**config.mk**
```make
export PLATFORM = sky130hd
export DESIGN_NAME = nvmpac_ctrl
export DESIGN_NICKNAME = d
export VERILOG_FILES = /design/src/design/nvmpac_pkg.sv /design/src/design/nvmpac_ctrl.sv
export SDC_FILE = /design/constraint.sdc
export NUM_CORES = 2
export LEC_CHECK = 0
export ABC_AREA = 1
export BUFFER_PORTS_ARGS = -buffer_cell sky130_fd_sc_hd__buf_2
export CAP_MARGIN = 20
export CELL_PAD_IN_SITES_DETAIL_PLACEMENT = 0
export CELL_PAD_IN_SITES_GLOBAL_PLACEMENT = 2
export CORE_ASPECT_RATIO = 0.7
export CORE_UTILIZATION = 42
export CTS_BUF_LIST = sky130_fd_sc_hd__clkbuf_4
export DETAILED_ROUTE_END_ITERATION = 8
export MAX_ROUTING_LAYER = met4
export PLACE_DENSITY_LB_ADDON = 0.1
export SLEW_MARGIN = 20
export SYNTH_ARGS = -nofsm -noshare
export SYNTH_HDL_FRONTEND = slang
export SYNTH_SLANG_ARGS = --single-unit
```
**constraint.sdc**
```tcl
create_clock -name sys_clk -period 3 [get_ports sys_clk]
set_input_delay 0.9 -clock sys_clk [delete_from_list [all_inputs] [get_ports sys_clk]]
set_output_delay 0.9 -clock sys_clk [all_outputs]
set_load 0.02 [all_outputs]
```
**src/design/nvmpac_pkg.sv**
```systemverilog
/*
  shared constants and carriers for the nvm access control block:
  register offsets, field positions, reset values, keys and timing.
  assumes a 40 mhz system clock and an 8-bit cpu data bus.
*/
package nvmpac_pkg;

  // ************************************************
  // register map
  // ************************************************
  localparam logic [7:0] EE_CTRL_OFS = 8'h30;  // eeprom control register
  localparam logic [7:0] FLASH_CTRL_OFS = 8'h29;  // flash control register
  localparam logic [7:0] STATUS_OFS = 8'h2a;  // block status, read only
  localparam logic [7:0] PIN_CTRL_OFS = 8'h2b;  // serial clock pin direction

  // ************************************************
  // field positions and reset values
  // ************************************************
  localparam int PGM_POS = 0;  // program-go bit
  localparam int LAT_POS = 1;  // latch-mode bit
  localparam int OPT_POS = 2;  // option select (flash only)
  localparam logic [7:0] EE_CTRL_RST = 8'h00;
  localparam logic [7:0] FLASH_CTRL_RST = 8'h00;

  // unlock keys for the flash control register
  localparam logic [7:0] KEY_FIRST = 8'h56;
  localparam logic [7:0] KEY_SECOND = 8'hae;

  // ************************************************
  // geometry
  // ************************************************
  localparam int LATCH_COUNT = 32;  // data latches per row
  localparam int COL_BITS = 5;  // low address bits select a latch
  localparam int EE_BYTES = 256;  // eeprom size

  // ************************************************
  // programming entry pulse counts
  // ************************************************
  localparam logic [5:0] ENTRY_PULSES_RC = 6'h26;  // 38 pulses, forced rc
  localparam logic [5:0] ENTRY_PULSES_EXT = 6'h23;  // 35 pulses, tool clock

  // ************************************************
  // timing
  // ************************************************
  localparam longint CLK_HZ = 40000000;
  localparam longint PROG_TIME_US = 5000;  // cell program time, plain default
  localparam int PROG_CYCLES = int'((PROG_TIME_US * CLK_HZ) / 1000000);

  // ************************************************
  // carriers
  // ************************************************
  typedef struct packed {
    logic [7:0] addr;  // byte inside the eeprom area
    logic [7:0] wdata;  // write data
    logic wr;  // one-cycle write strobe
    logic rd;  // one-cycle read strobe
  } nvmpac_ee_req_t;

  typedef struct packed {
    logic [7:0] rdata;  // read data, valid one cycle after rd
    logic oe;  // high when eeprom drives the data bus
  } nvmpac_ee_rsp_t;

  // eeprom sequencer states
  typedef enum logic [1:0] {
    EE_IDLE,
    EE_PROG,
    EE_ERASE
  } nvmpac_ee_state_t;

endpackage

```
**src/design/nvmpac_ctrl.sv**
```systemverilog
/*
  nvm access control: data eeprom latch/program sequencer with its
  cell array, flash control register with key unlock, protection
  gating, power-mode handling and serial programming entry detect.
  assumes the cpu bus strobes are synchronous to sys_clk and that the
  programming pins and external reset pin are asynchronous.
*/

module nvmpac_ctrl #(
  parameter int PROG_CYCLES = nvmpac_pkg::PROG_CYCLES,
  parameter int FLASH_AW = 13,
  parameter logic [12:0] SECTOR0_END = 13'h0fff
) (
  // clock, reset, enable
  input wire logic sys_clk,
  input wire logic reset_n,
  input wire logic clk_en,
  // register port
  input wire logic [7:0] reg_addr,
  input wire logic [7:0] reg_wdata,
  input wire logic reg_wr,
  input wire logic reg_rd,
  output logic [7:0] reg_rdata,
  // eeprom area on the cpu data bus
  input wire nvmpac_pkg::nvmpac_ee_req_t ee_req,
  output nvmpac_pkg::nvmpac_ee_rsp_t ee_rsp,
  // power modes
  input wire logic wait_req,
  input wire logic halt_req,
  output logic ee_idle,
  // option bits and tool access
  input wire logic readout_protect_option,
  input wire logic write_protect_option,
  input wire logic tool_access,
  input wire logic inapplication_programming,
  output logic mass_erase_busy,
  // flash write / erase request
  input wire logic flash_wr_req,
  input wire logic [FLASH_AW-1:0] flash_wr_addr,
  output logic flash_wr_grant,
  output logic flash_wr_refuse,
  // serial programming pins
  input wire logic ext_reset_pin_n,
  input wire logic serial_prog_clock_pin,
  input wire logic serial_prog_data_pin,
  output logic serial_prog_clock_oe,
  output logic serial_prog_clock_pullup,
  output logic sysmem_vector,
  output logic force_rc_osc
);

  // ************************************************
  // declarations
  // ************************************************
  logic [7:0] cells [nvmpac_pkg::EE_BYTES];  // eeprom array
  logic [7:0] latch_data [nvmpac_pkg::LATCH_COUNT];  // data latches
  logic [nvmpac_pkg::LATCH_COUNT-1:0] latch_used;  // latch holds data
  logic [7:0] row_base;  // row from last latched write
  logic latch_mode_bit;  // eeprom write mode
  logic program_go_bit;  // eeprom programming active
  logic [2:0] flash_ctrl;  // opt, lat, pgm of flash register
  logic [1:0] key_stage;  // 0 locked, 1 first key seen, 2 unlocked
  logic pin_dir;  // application wants clock pin as output
  nvmpac_pkg::nvmpac_ee_state_t ee_state;
  logic [31:0] prog_cnt;  // programming cycle timer
  logic [7:0] erase_idx;  // mass erase pointer
  logic wait_pend;  // wait request seen, idle after cycle
  logic halted;  // stopped by halt
  logic rp_prev;  // readout option last cycle
  logic [2:0] sync_rst;  // external reset pin synchroniser
  logic [2:0] sync_clk;  // serial clock pin synchroniser
  logic [2:0] sync_dat;  // serial data pin synchroniser
  logic pin_rst_n;  // filtered external reset
  logic pin_clk;  // filtered serial clock
  logic pin_dat;  // filtered serial data
  logic [5:0] pulse_cnt;  // clock pulses seen while reset low
  logic [7:0] next_latch;  // and-merged latch value
  logic ee_wr_hit;  // accepted eeprom write
  logic prog_done;  // cycle timer expired
  logic ee_rd_block;  // readout protection blocks this read
  logic wr_ee_ctrl;
  logic wr_flash_ctrl;
  logic sw_clear_go;  // software drops go mid-cycle

  // strobe decode
  assign wr_ee_ctrl = reg_wr && (reg_addr == nvmpac_pkg::EE_CTRL_OFS);
  assign wr_flash_ctrl = reg_wr && (reg_addr == nvmpac_pkg::FLASH_CTRL_OFS);
  assign sw_clear_go = wr_ee_ctrl && !reg_wdata[nvmpac_pkg::PGM_POS] && ee_state == nvmpac_pkg::EE_PROG;
  assign prog_done = (ee_state == nvmpac_pkg::EE_PROG) && (prog_cnt == 32'(PROG_CYCLES - 1));
  assign ee_wr_hit = ee_req.wr && latch_mode_bit && !program_go_bit && !ee_rd_block;
  assign ee_rd_block = readout_protect_option && tool_access;
  assign next_latch = latch_used[ee_req.addr[nvmpac_pkg::COL_BITS-1:0]]
    ? (latch_data[ee_req.addr[nvmpac_pkg::COL_BITS-1:0]] & ee_req.wdata) : ee_req.wdata;

  // ************************************************
  // pin synchronisers, three stages, agree on last two
  // ************************************************
  // async pins reach the filtered level only when stages two and three agree
  always_ff @(posedge sys_clk or negedge reset_n) begin
    if (!reset_n) begin
      sync_rst <= 3'h7;
      sync_clk <= 3'h7;
      sync_dat <= 3'h7;
      pin_rst_n <= 1'b1;
      pin_clk <= 1'b1;
      pin_dat <= 1'b1;
    end else if (clk_en) begin
      sync_rst <= {sync_rst[1:0], ext_reset_pin_n};
      sync_clk <= {sync_clk[1:0], serial_prog_clock_pin};
      sync_dat <= {sync_dat[1:0], serial_prog_data_pin};
      if (sync_rst[1] == sync_rst[2]) begin
        pin_rst_n <= sync_rst[2];
      end
      if (sync_clk[1] == sync_clk[2]) begin
        pin_clk <= sync_clk[2];
      end
      if (sync_dat[1] == sync_dat[2]) begin
        pin_dat <= sync_dat[2];
      end
    end
  end

  // ************************************************
  // programming entry detect
  // ************************************************
  // pulses on the clock pin are counted only while the tool holds reset
  always_ff @(posedge sys_clk or negedge reset_n) begin
    if (!reset_n) begin
      pulse_cnt <= 6'h00;
      sysmem_vector <= 1'b0;
      force_rc_osc <= 1'b0;
    end else if (clk_en) begin
      if (!pin_rst_n) begin
        if (!pin_clk && sync_clk[2] && sync_clk[1] && pulse_cnt != 6'h3f) begin
          pulse_cnt <= pulse_cnt + 6'h01;
        end
      end else if (!sync_rst[2] || !sync_rst[1]) begin
        pulse_cnt <= pulse_cnt;
      end else if (pulse_cnt != 6'h00) begin
        sysmem_vector <= (pulse_cnt == nvmpac_pkg::ENTRY_PULSES_RC)
          || (pulse_cnt == nvmpac_pkg::ENTRY_PULSES_EXT);
        force_rc_osc <= (pulse_cnt == nvmpac_pkg::ENTRY_PULSES_RC);
        pulse_cnt <= 6'h00;
      end
    end
  end

  // ************************************************
  // serial clock pin direction
  // ************************************************
  // reset restores input
  always_ff @(posedge sys_clk or negedge reset_n) begin
    if (!reset_n) begin
      pin_dir <= 1'b0;
    end else if (clk_en) begin
      if (!pin_rst_n) begin
        pin_dir <= 1'b0;  // external reset also releases the pin
      end else if (reg_wr && reg_addr == nvmpac_pkg::PIN_CTRL_OFS) begin
        pin_dir <= reg_wdata[0];
      end
    end
  end
  assign serial_prog_clock_oe = pin_dir;
  assign serial_prog_clock_pullup = !pin_dir;

  // ************************************************
  // eeprom control bits
  // ************************************************
  // hardware clears win over software writes in the same cycle
  always_ff @(posedge sys_clk or negedge reset_n) begin
    if (!reset_n) begin
      latch_mode_bit <= nvmpac_pkg::EE_CTRL_RST[nvmpac_pkg::LAT_POS];
      program_go_bit <= nvmpac_pkg::EE_CTRL_RST[nvmpac_pkg::PGM_POS];
    end else if (clk_en) begin
      if (prog_done || (halt_req && ee_state == nvmpac_pkg::EE_PROG)) begin
        latch_mode_bit <= 1'b0;
        program_go_bit <= 1'b0;
      end else if (wr_ee_ctrl) begin
        if (reg_wdata[nvmpac_pkg::LAT_POS] || !program_go_bit) begin
          latch_mode_bit <= reg_wdata[nvmpac_pkg::LAT_POS];
        end
        // go only starts from write mode
        if (!reg_wdata[nvmpac_pkg::PGM_POS] || latch_mode_bit) begin
          program_go_bit <= reg_wdata[nvmpac_pkg::PGM_POS];
        end
      end
    end
  end

  // ************************************************
  // data latches and row capture
  // ************************************************
  always_ff @(posedge sys_clk or negedge reset_n) begin
    if (!reset_n) begin
      latch_used <= '0;
      row_base <= 8'h00;
      for (int i = 0; i < nvmpac_pkg::LATCH_COUNT; i++) begin
        latch_data[i] <= 8'hff;
      end
    end else if (clk_en) begin
      if (prog_done || (halt_req && ee_state == nvmpac_pkg::EE_PROG) || (wr_ee_ctrl && latch_mode_bit
          && !program_go_bit && !reg_wdata[nvmpac_pkg::LAT_POS])) begin
        latch_used <= '0;
      end else if (ee_wr_hit) begin
        latch_data[ee_req.addr[nvmpac_pkg::COL_BITS-1:0]] <= next_latch;
        latch_used[ee_req.addr[nvmpac_pkg::COL_BITS-1:0]] <= 1'b1;
        row_base <= {ee_req.addr[7:nvmpac_pkg::COL_BITS], {nvmpac_pkg::COL_BITS{1'b0}}};
      end
    end
  end

  // ************************************************
  // eeprom sequencer
  // ************************************************
  // a reset mid-cycle drops the timer, so cells keep whatever state they had
  always_ff @(posedge sys_clk or negedge reset_n) begin
    if (!reset_n) begin
      ee_state <= nvmpac_pkg::EE_IDLE;
      prog_cnt <= 32'h0;
      erase_idx <= 8'h00;
      wait_pend <= 1'b0;
      halted <= 1'b0;
      rp_prev <= 1'b0;
    end else if (clk_en) begin
      rp_prev <= readout_protect_option;
      wait_pend <= wait_req ? 1'b1 : (ee_state == nvmpac_pkg::EE_IDLE ? 1'b0 : wait_pend);
      halted <= halt_req;
      unique case (ee_state)
        nvmpac_pkg::EE_IDLE: begin
          prog_cnt <= 32'h0;
          if (rp_prev && !readout_protect_option) begin
            ee_state <= nvmpac_pkg::EE_ERASE;
            erase_idx <= 8'h00;
          end else if (program_go_bit && !halt_req && !wait_req) begin
            ee_state <= nvmpac_pkg::EE_PROG;
          end
        end
        nvmpac_pkg::EE_PROG: begin
          if (halt_req || sw_clear_go) begin
            ee_state <= nvmpac_pkg::EE_IDLE;
          end else if (prog_done) begin
            ee_state <= nvmpac_pkg::EE_IDLE;
          end else begin
            prog_cnt <= prog_cnt + 32'h1;
          end
        end
        nvmpac_pkg::EE_ERASE: begin
          erase_idx <= erase_idx + 8'h01;
          if (erase_idx == 8'hff) begin
            ee_state <= nvmpac_pkg::EE_IDLE;
          end
        end
      endcase
    end
  end

  // ************************************************
  // eeprom cell array
  // ************************************************
  // array is not reset: real cells keep contents across resets
  always_ff @(posedge sys_clk) begin
    if (clk_en) begin
      if (ee_state == nvmpac_pkg::EE_ERASE) begin
        cells[erase_idx] <= 8'hff;
      end else if (prog_done) begin
        for (int i = 0; i < nvmpac_pkg::LATCH_COUNT; i++) begin
          if (latch_used[i]) begin
            cells[row_base | 8'(i)] <= latch_data[i];
          end
        end
      end
    end
  end

  // ************************************************
  // eeprom read path
  // ************************************************
  // latches never read back
  always_ff @(posedge sys_clk or negedge reset_n) begin
    if (!reset_n) begin
      ee_rsp <= '0;
    end else if (clk_en) begin
      ee_rsp.oe <= 1'b0;
      ee_rsp.rdata <= 8'h00;
      if (ee_req.rd && !latch_mode_bit && !ee_rd_block && ee_state != nvmpac_pkg::EE_ERASE) begin
        ee_rsp.oe <= 1'b1;
        ee_rsp.rdata <= cells[ee_req.addr];
      end
    end
  end

  // ************************************************
  // flash control register and key unlock
  // ************************************************
  // any wrong byte while locked restarts the key sequence
  always_ff @(posedge sys_clk or negedge reset_n) begin
    if (!reset_n) begin
      key_stage <= 2'h0;
      flash_ctrl <= nvmpac_pkg::FLASH_CTRL_RST[2:0];
    end else if (clk_en && wr_flash_ctrl) begin
      unique case (key_stage)
        2'h0: key_stage <= (reg_wdata == nvmpac_pkg::KEY_FIRST) ? 2'h1 : 2'h0;
        2'h1: key_stage <= (reg_wdata == nvmpac_pkg::KEY_SECOND) ? 2'h2 : 2'h0;
        2'h2: flash_ctrl <= reg_wdata[2:0];
        default: key_stage <= 2'h0;
      endcase
    end
  end

  // ************************************************
  // flash write / erase gate
  // ************************************************
  always_ff @(posedge sys_clk or negedge reset_n) begin
    if (!reset_n) begin
      flash_wr_grant <= 1'b0;
      flash_wr_refuse <= 1'b0;
    end else if (clk_en) begin
      flash_wr_grant <= 1'b0;
      flash_wr_refuse <= 1'b0;
      if (flash_wr_req) begin
        if (write_protect_option || key_stage != 2'h2 || !flash_ctrl[nvmpac_pkg::PGM_POS]
            || (inapplication_programming && flash_wr_addr <= SECTOR0_END[FLASH_AW-1:0])
            || (readout_protect_option && tool_access)) begin
          flash_wr_refuse <= 1'b1;
        end else begin
          flash_wr_grant <= 1'b1;
        end
      end
    end
  end

  // ************************************************
  // register read port
  // ************************************************
  always_ff @(posedge sys_clk or negedge reset_n) begin
    if (!reset_n) begin
      reg_rdata <= 8'h00;
    end else if (clk_en) begin
      reg_rdata <= 8'h00;
      if (reg_rd) begin
        unique case (reg_addr)
          nvmpac_pkg::EE_CTRL_OFS: reg_rdata <= {6'h00, latch_mode_bit, program_go_bit};
          nvmpac_pkg::FLASH_CTRL_OFS: reg_rdata <= {5'h00, flash_ctrl};
          nvmpac_pkg::STATUS_OFS: reg_rdata <= {pin_dat, force_rc_osc, sysmem_vector,
            key_stage == 2'h2, halted, wait_pend, mass_erase_busy, ee_idle};
          nvmpac_pkg::PIN_CTRL_OFS: reg_rdata <= {7'h00, pin_dir};
          default: reg_rdata <= 8'h00;
        endcase
      end
    end
  end

  // idle once no cycle runs and a wait or halt is pending
  assign ee_idle = (ee_state == nvmpac_pkg::EE_IDLE) && (wait_pend || halted || halt_req);
  assign mass_erase_busy = (ee_state == nvmpac_pkg::EE_ERASE);

endmodule

```
==> run metrics <==
largest net degree at the start of global routing 76; Synth Cell Area 114000 µm²; maxcap violations 0; Setup-failing EPs final 24; Clock Tree Root clkbuf_4; DIE HEIGHT 437 µm; die width 624 µm; Pleak 59.9 nW; H-tree Lvls 6; Finished Cell Area 141000 µm²; combinational family with the most area after synthesis simple AND/OR/NAND/NOR gates; Clock Skews 126 ps; vias in the first global route 98000; WP data required 2100 ps; XOR/XNOR share of the synthesized area 0.00223; final wirelength 590000 µm; final-report max-slew violation count 0; failing checks negative setup slack; hold path depth 4; DRT Pass-1 Iters 9; grt total ovfl 0; layout cells sized above 1 0.221; Buffers on Ports 74; Synth warnings 0; WL/cell 31.7 µm; Site Rows 159; routed via count 107000; Synth top area share 0.541; Yosys cell types 42; CP Max Fanout 2; mux contribution to synthesized area 0.0000990; Fin. Hold Viols 0; Post-Layout Cell Count 18600; CTS Buf Count 629; Mapped Nets 12700; fin worst setup slack -317 ps; crit-path cells inv_2 > ha_4 > inv_4 > a31oi_4 > buf_6; placed insts 17400; post-place setup slack -978 ps; clock buffer depth 4; Post-DP Area 132000 µm²; Synth async-reset ratio 0.158; initial antenna violation count 48; Max Clock Freq 301 MHz; crit-path max cell delay 400 ps; CTS tree done; # clock sinks 2431; Worst-Skew Late Latency 1490 ps; adder-cell share of the synthesized area 0.00132; Setup CP Type register to primary output; relative slew slack 0.262; drt first-iter violations 16900; status finished with violations; period utilization 1.11; nature of the critical path endpoint primary output; final core utilization 0.526; FF-to-FF setup slack -20 ps; Peak supply drop 0.391 mV; Top FF cell, synth edfxtp_1; Synth Area in Simple Gates 0.294; Total Neg Setup Slack -776 ps; Compound-Gate Fraction of Synth Area 0.0371; Slew @ Worst Pin 1110 ps; half-perimeter wire length after placement 442000 µm; Reg clk slew, reported paths 70 ps; Die ar. 273000 µm²; Tot Pwr 76.1 mW; RSZ-0062 raised after global routing yes; first-pass GRT wire length 789000 µm; post-route DRC violation count 0; Core Area 269000 µm²; sequential area share after synthesis 0.628; Mean Syn Cell Area 9.00 µm²; I/O Pins 87; Power Density 538 nW/µm²; Synth area leader edfxtp_1; EDFF count, synth 2048; Fill cells 25300; Synth-to-Final Area Change 24.4%; GRT Overall Usage 0.436; Synth Instances 12600; Worst path slowest cell dfrtp_1; Hold WC Path Type input pin to register; Synth area leaders edfxtp_1 54%, nand2_1 23%, dfstp_2 6.2%; fin nets 14600; crit path time final 3320 ps; crit start category register; drt via density 5.73; Critical Path AT 2420 ps; hold slack 108 ps; Post-DRT Antenna Nets 0; post-synthesis register bit count 2431; Initial Utilization 0.423; worst reg-to-reg path cell count 12; Final GP Congestion 1.08
-- repair_timing --
| action | CTS | global route |
|---|---|---|
| endpoints found under the setup margin | 2650 | 2150 |
| hold buffers | 45 | 0 |
| gates resized for setup | 70 | 45 |
| hold endpoints to repair | 228 | 0 |
| setup buffers | 13 | 11 |
| pin swaps | 2 | 5 |
| gates cloned | 0 | 3 |
-- state kept, by name (all words and copies together), names as in the netlist, 2 cells and up --
signal	flops
cells	2048
ee_rsp	9
ee_state	2
erase_idx	8
flash_ctrl	3
key_stage	2
latch_data	256
latch_used	32
prog_cnt	32
pulse_cnt	6
reg_rdata	8
row_base	3
sync_clk	3
sync_dat	3
sync_rst	3
-- power by group --
group	switching (mW)	internal, mW
sequential	0.402	36.7
clock	14.8	14.9
combinational	6.97	2.32
-- routing by layer --
layer	global-route usage	part of all wire
met4	0.190	0.050
met2	0.565	0.39
met1	0.614	0.41
met3	0.145	0.15
met5	-	0
-- cell usage after synthesis (all sizes together) (15+ instances only) --
| library cell | count |
|---|---|
| dfstp | 268 |
| buf | 186 |
| nor2 | 676 |
| nor3 | 44 |
| clkinv | 263 |
| o21ai | 170 |
| o31ai | 29 |
| nand2 | 6917 |
| dfrtp | 115 |
| inv | 207 |
| clkbuf | 411 |
| a21oi | 115 |
| nand4 | 117 |
| o22ai | 386 |
| xnor2 | 15 |
| nand3 | 604 |
| edfxtp | 2048 |
-- layout by cell type, fill, tap and decap left out, types with 85 or more instances in the layout --
| master | netlist | final |
|---|---|---|
| edfxtp_1 | 2048 | 2048 |
| clkbuf_4 | 0 | 924 |
| inv_1 | 195 | 172 |
| nand4_1 | 100 | 100 |
| o22ai_1 | 386 | 363 |
| o21ai_0 | 169 | 168 |
| buf_4 | 5 | 1471 |
| nand3_1 | 604 | 599 |
| nor2_4 | 72 | 85 |
| nand2_1 | 6907 | 6894 |
| dfrtp_1 | 115 | 106 |
| a21oi_1 | 115 | 115 |
| dfstp_2 | 268 | 268 |
| clkinv_1 | 263 | 367 |
| nor2_1 | 552 | 544 |
| buf_12 | 0 | 258 |
-- cells by family (layout without fill, tap and decap cells) --
logic type | count (synthesis) | after routing
flops | 2431 | 2431
simple gates | 8374 | 8374
fa+ha+maj | 12 | 12
compound gates | 721 | 721
xor+xnor | 29 | 29
other cells | 0 | 44
mux | 1 | 1
buf+inv | 1067 | 3399
-- critical path: cells and delay by family (launching register included) --
kind	cells	cell delay [ps]
buffers and inverters	3	260
adders and majority gates	1	140
DFF	1	400
AOI/OAI and AO/OA	1	170
-- worst paths after layout --
check                                           startpoint                     endpoint
worst max-delay path               ee_state[1]$_DFFE_PN0P_                      ee_idle
worst min-delay path                            ee_req[15]      row_base[5]$_DFFE_PN0P_
worst max register to register     ee_state[1]$_DFFE_PN0P_  cells[240][6]$_SDFFCE_PN1P_
worst min register to register  latch_data[23]$_DFFE_PN1P_   latch_data[23]$_DFFE_PN1P_
max in group asynchronous                          reset_n  latch_data[111]$_DFFE_PN1P_
min in group asynchronous                          reset_n   latch_data[52]$_DFFE_PN1P_
-- final cells by class --
| class | instances | area [µm²] | area share |
|---|---|---|---|
| diodes | 44 | 110 | 0.000778 |
| clock buffers | 924 | 6940 | 0.0490 |
| flip-flops and latches | 2431 | 71400 | 0.505 |
| repair buffers | 1854 | 17300 | 0.122 |
| clock inverters | 151 | 900 | 0.00636 |
| inverters | 470 | 1830 | 0.0129 |
| multi-input cells | 9137 | 38500 | 0.272 |
| well taps | 3622 | 4530 | 0.0320 |
No activity file was read; power rests on OpenSTA's default activity.
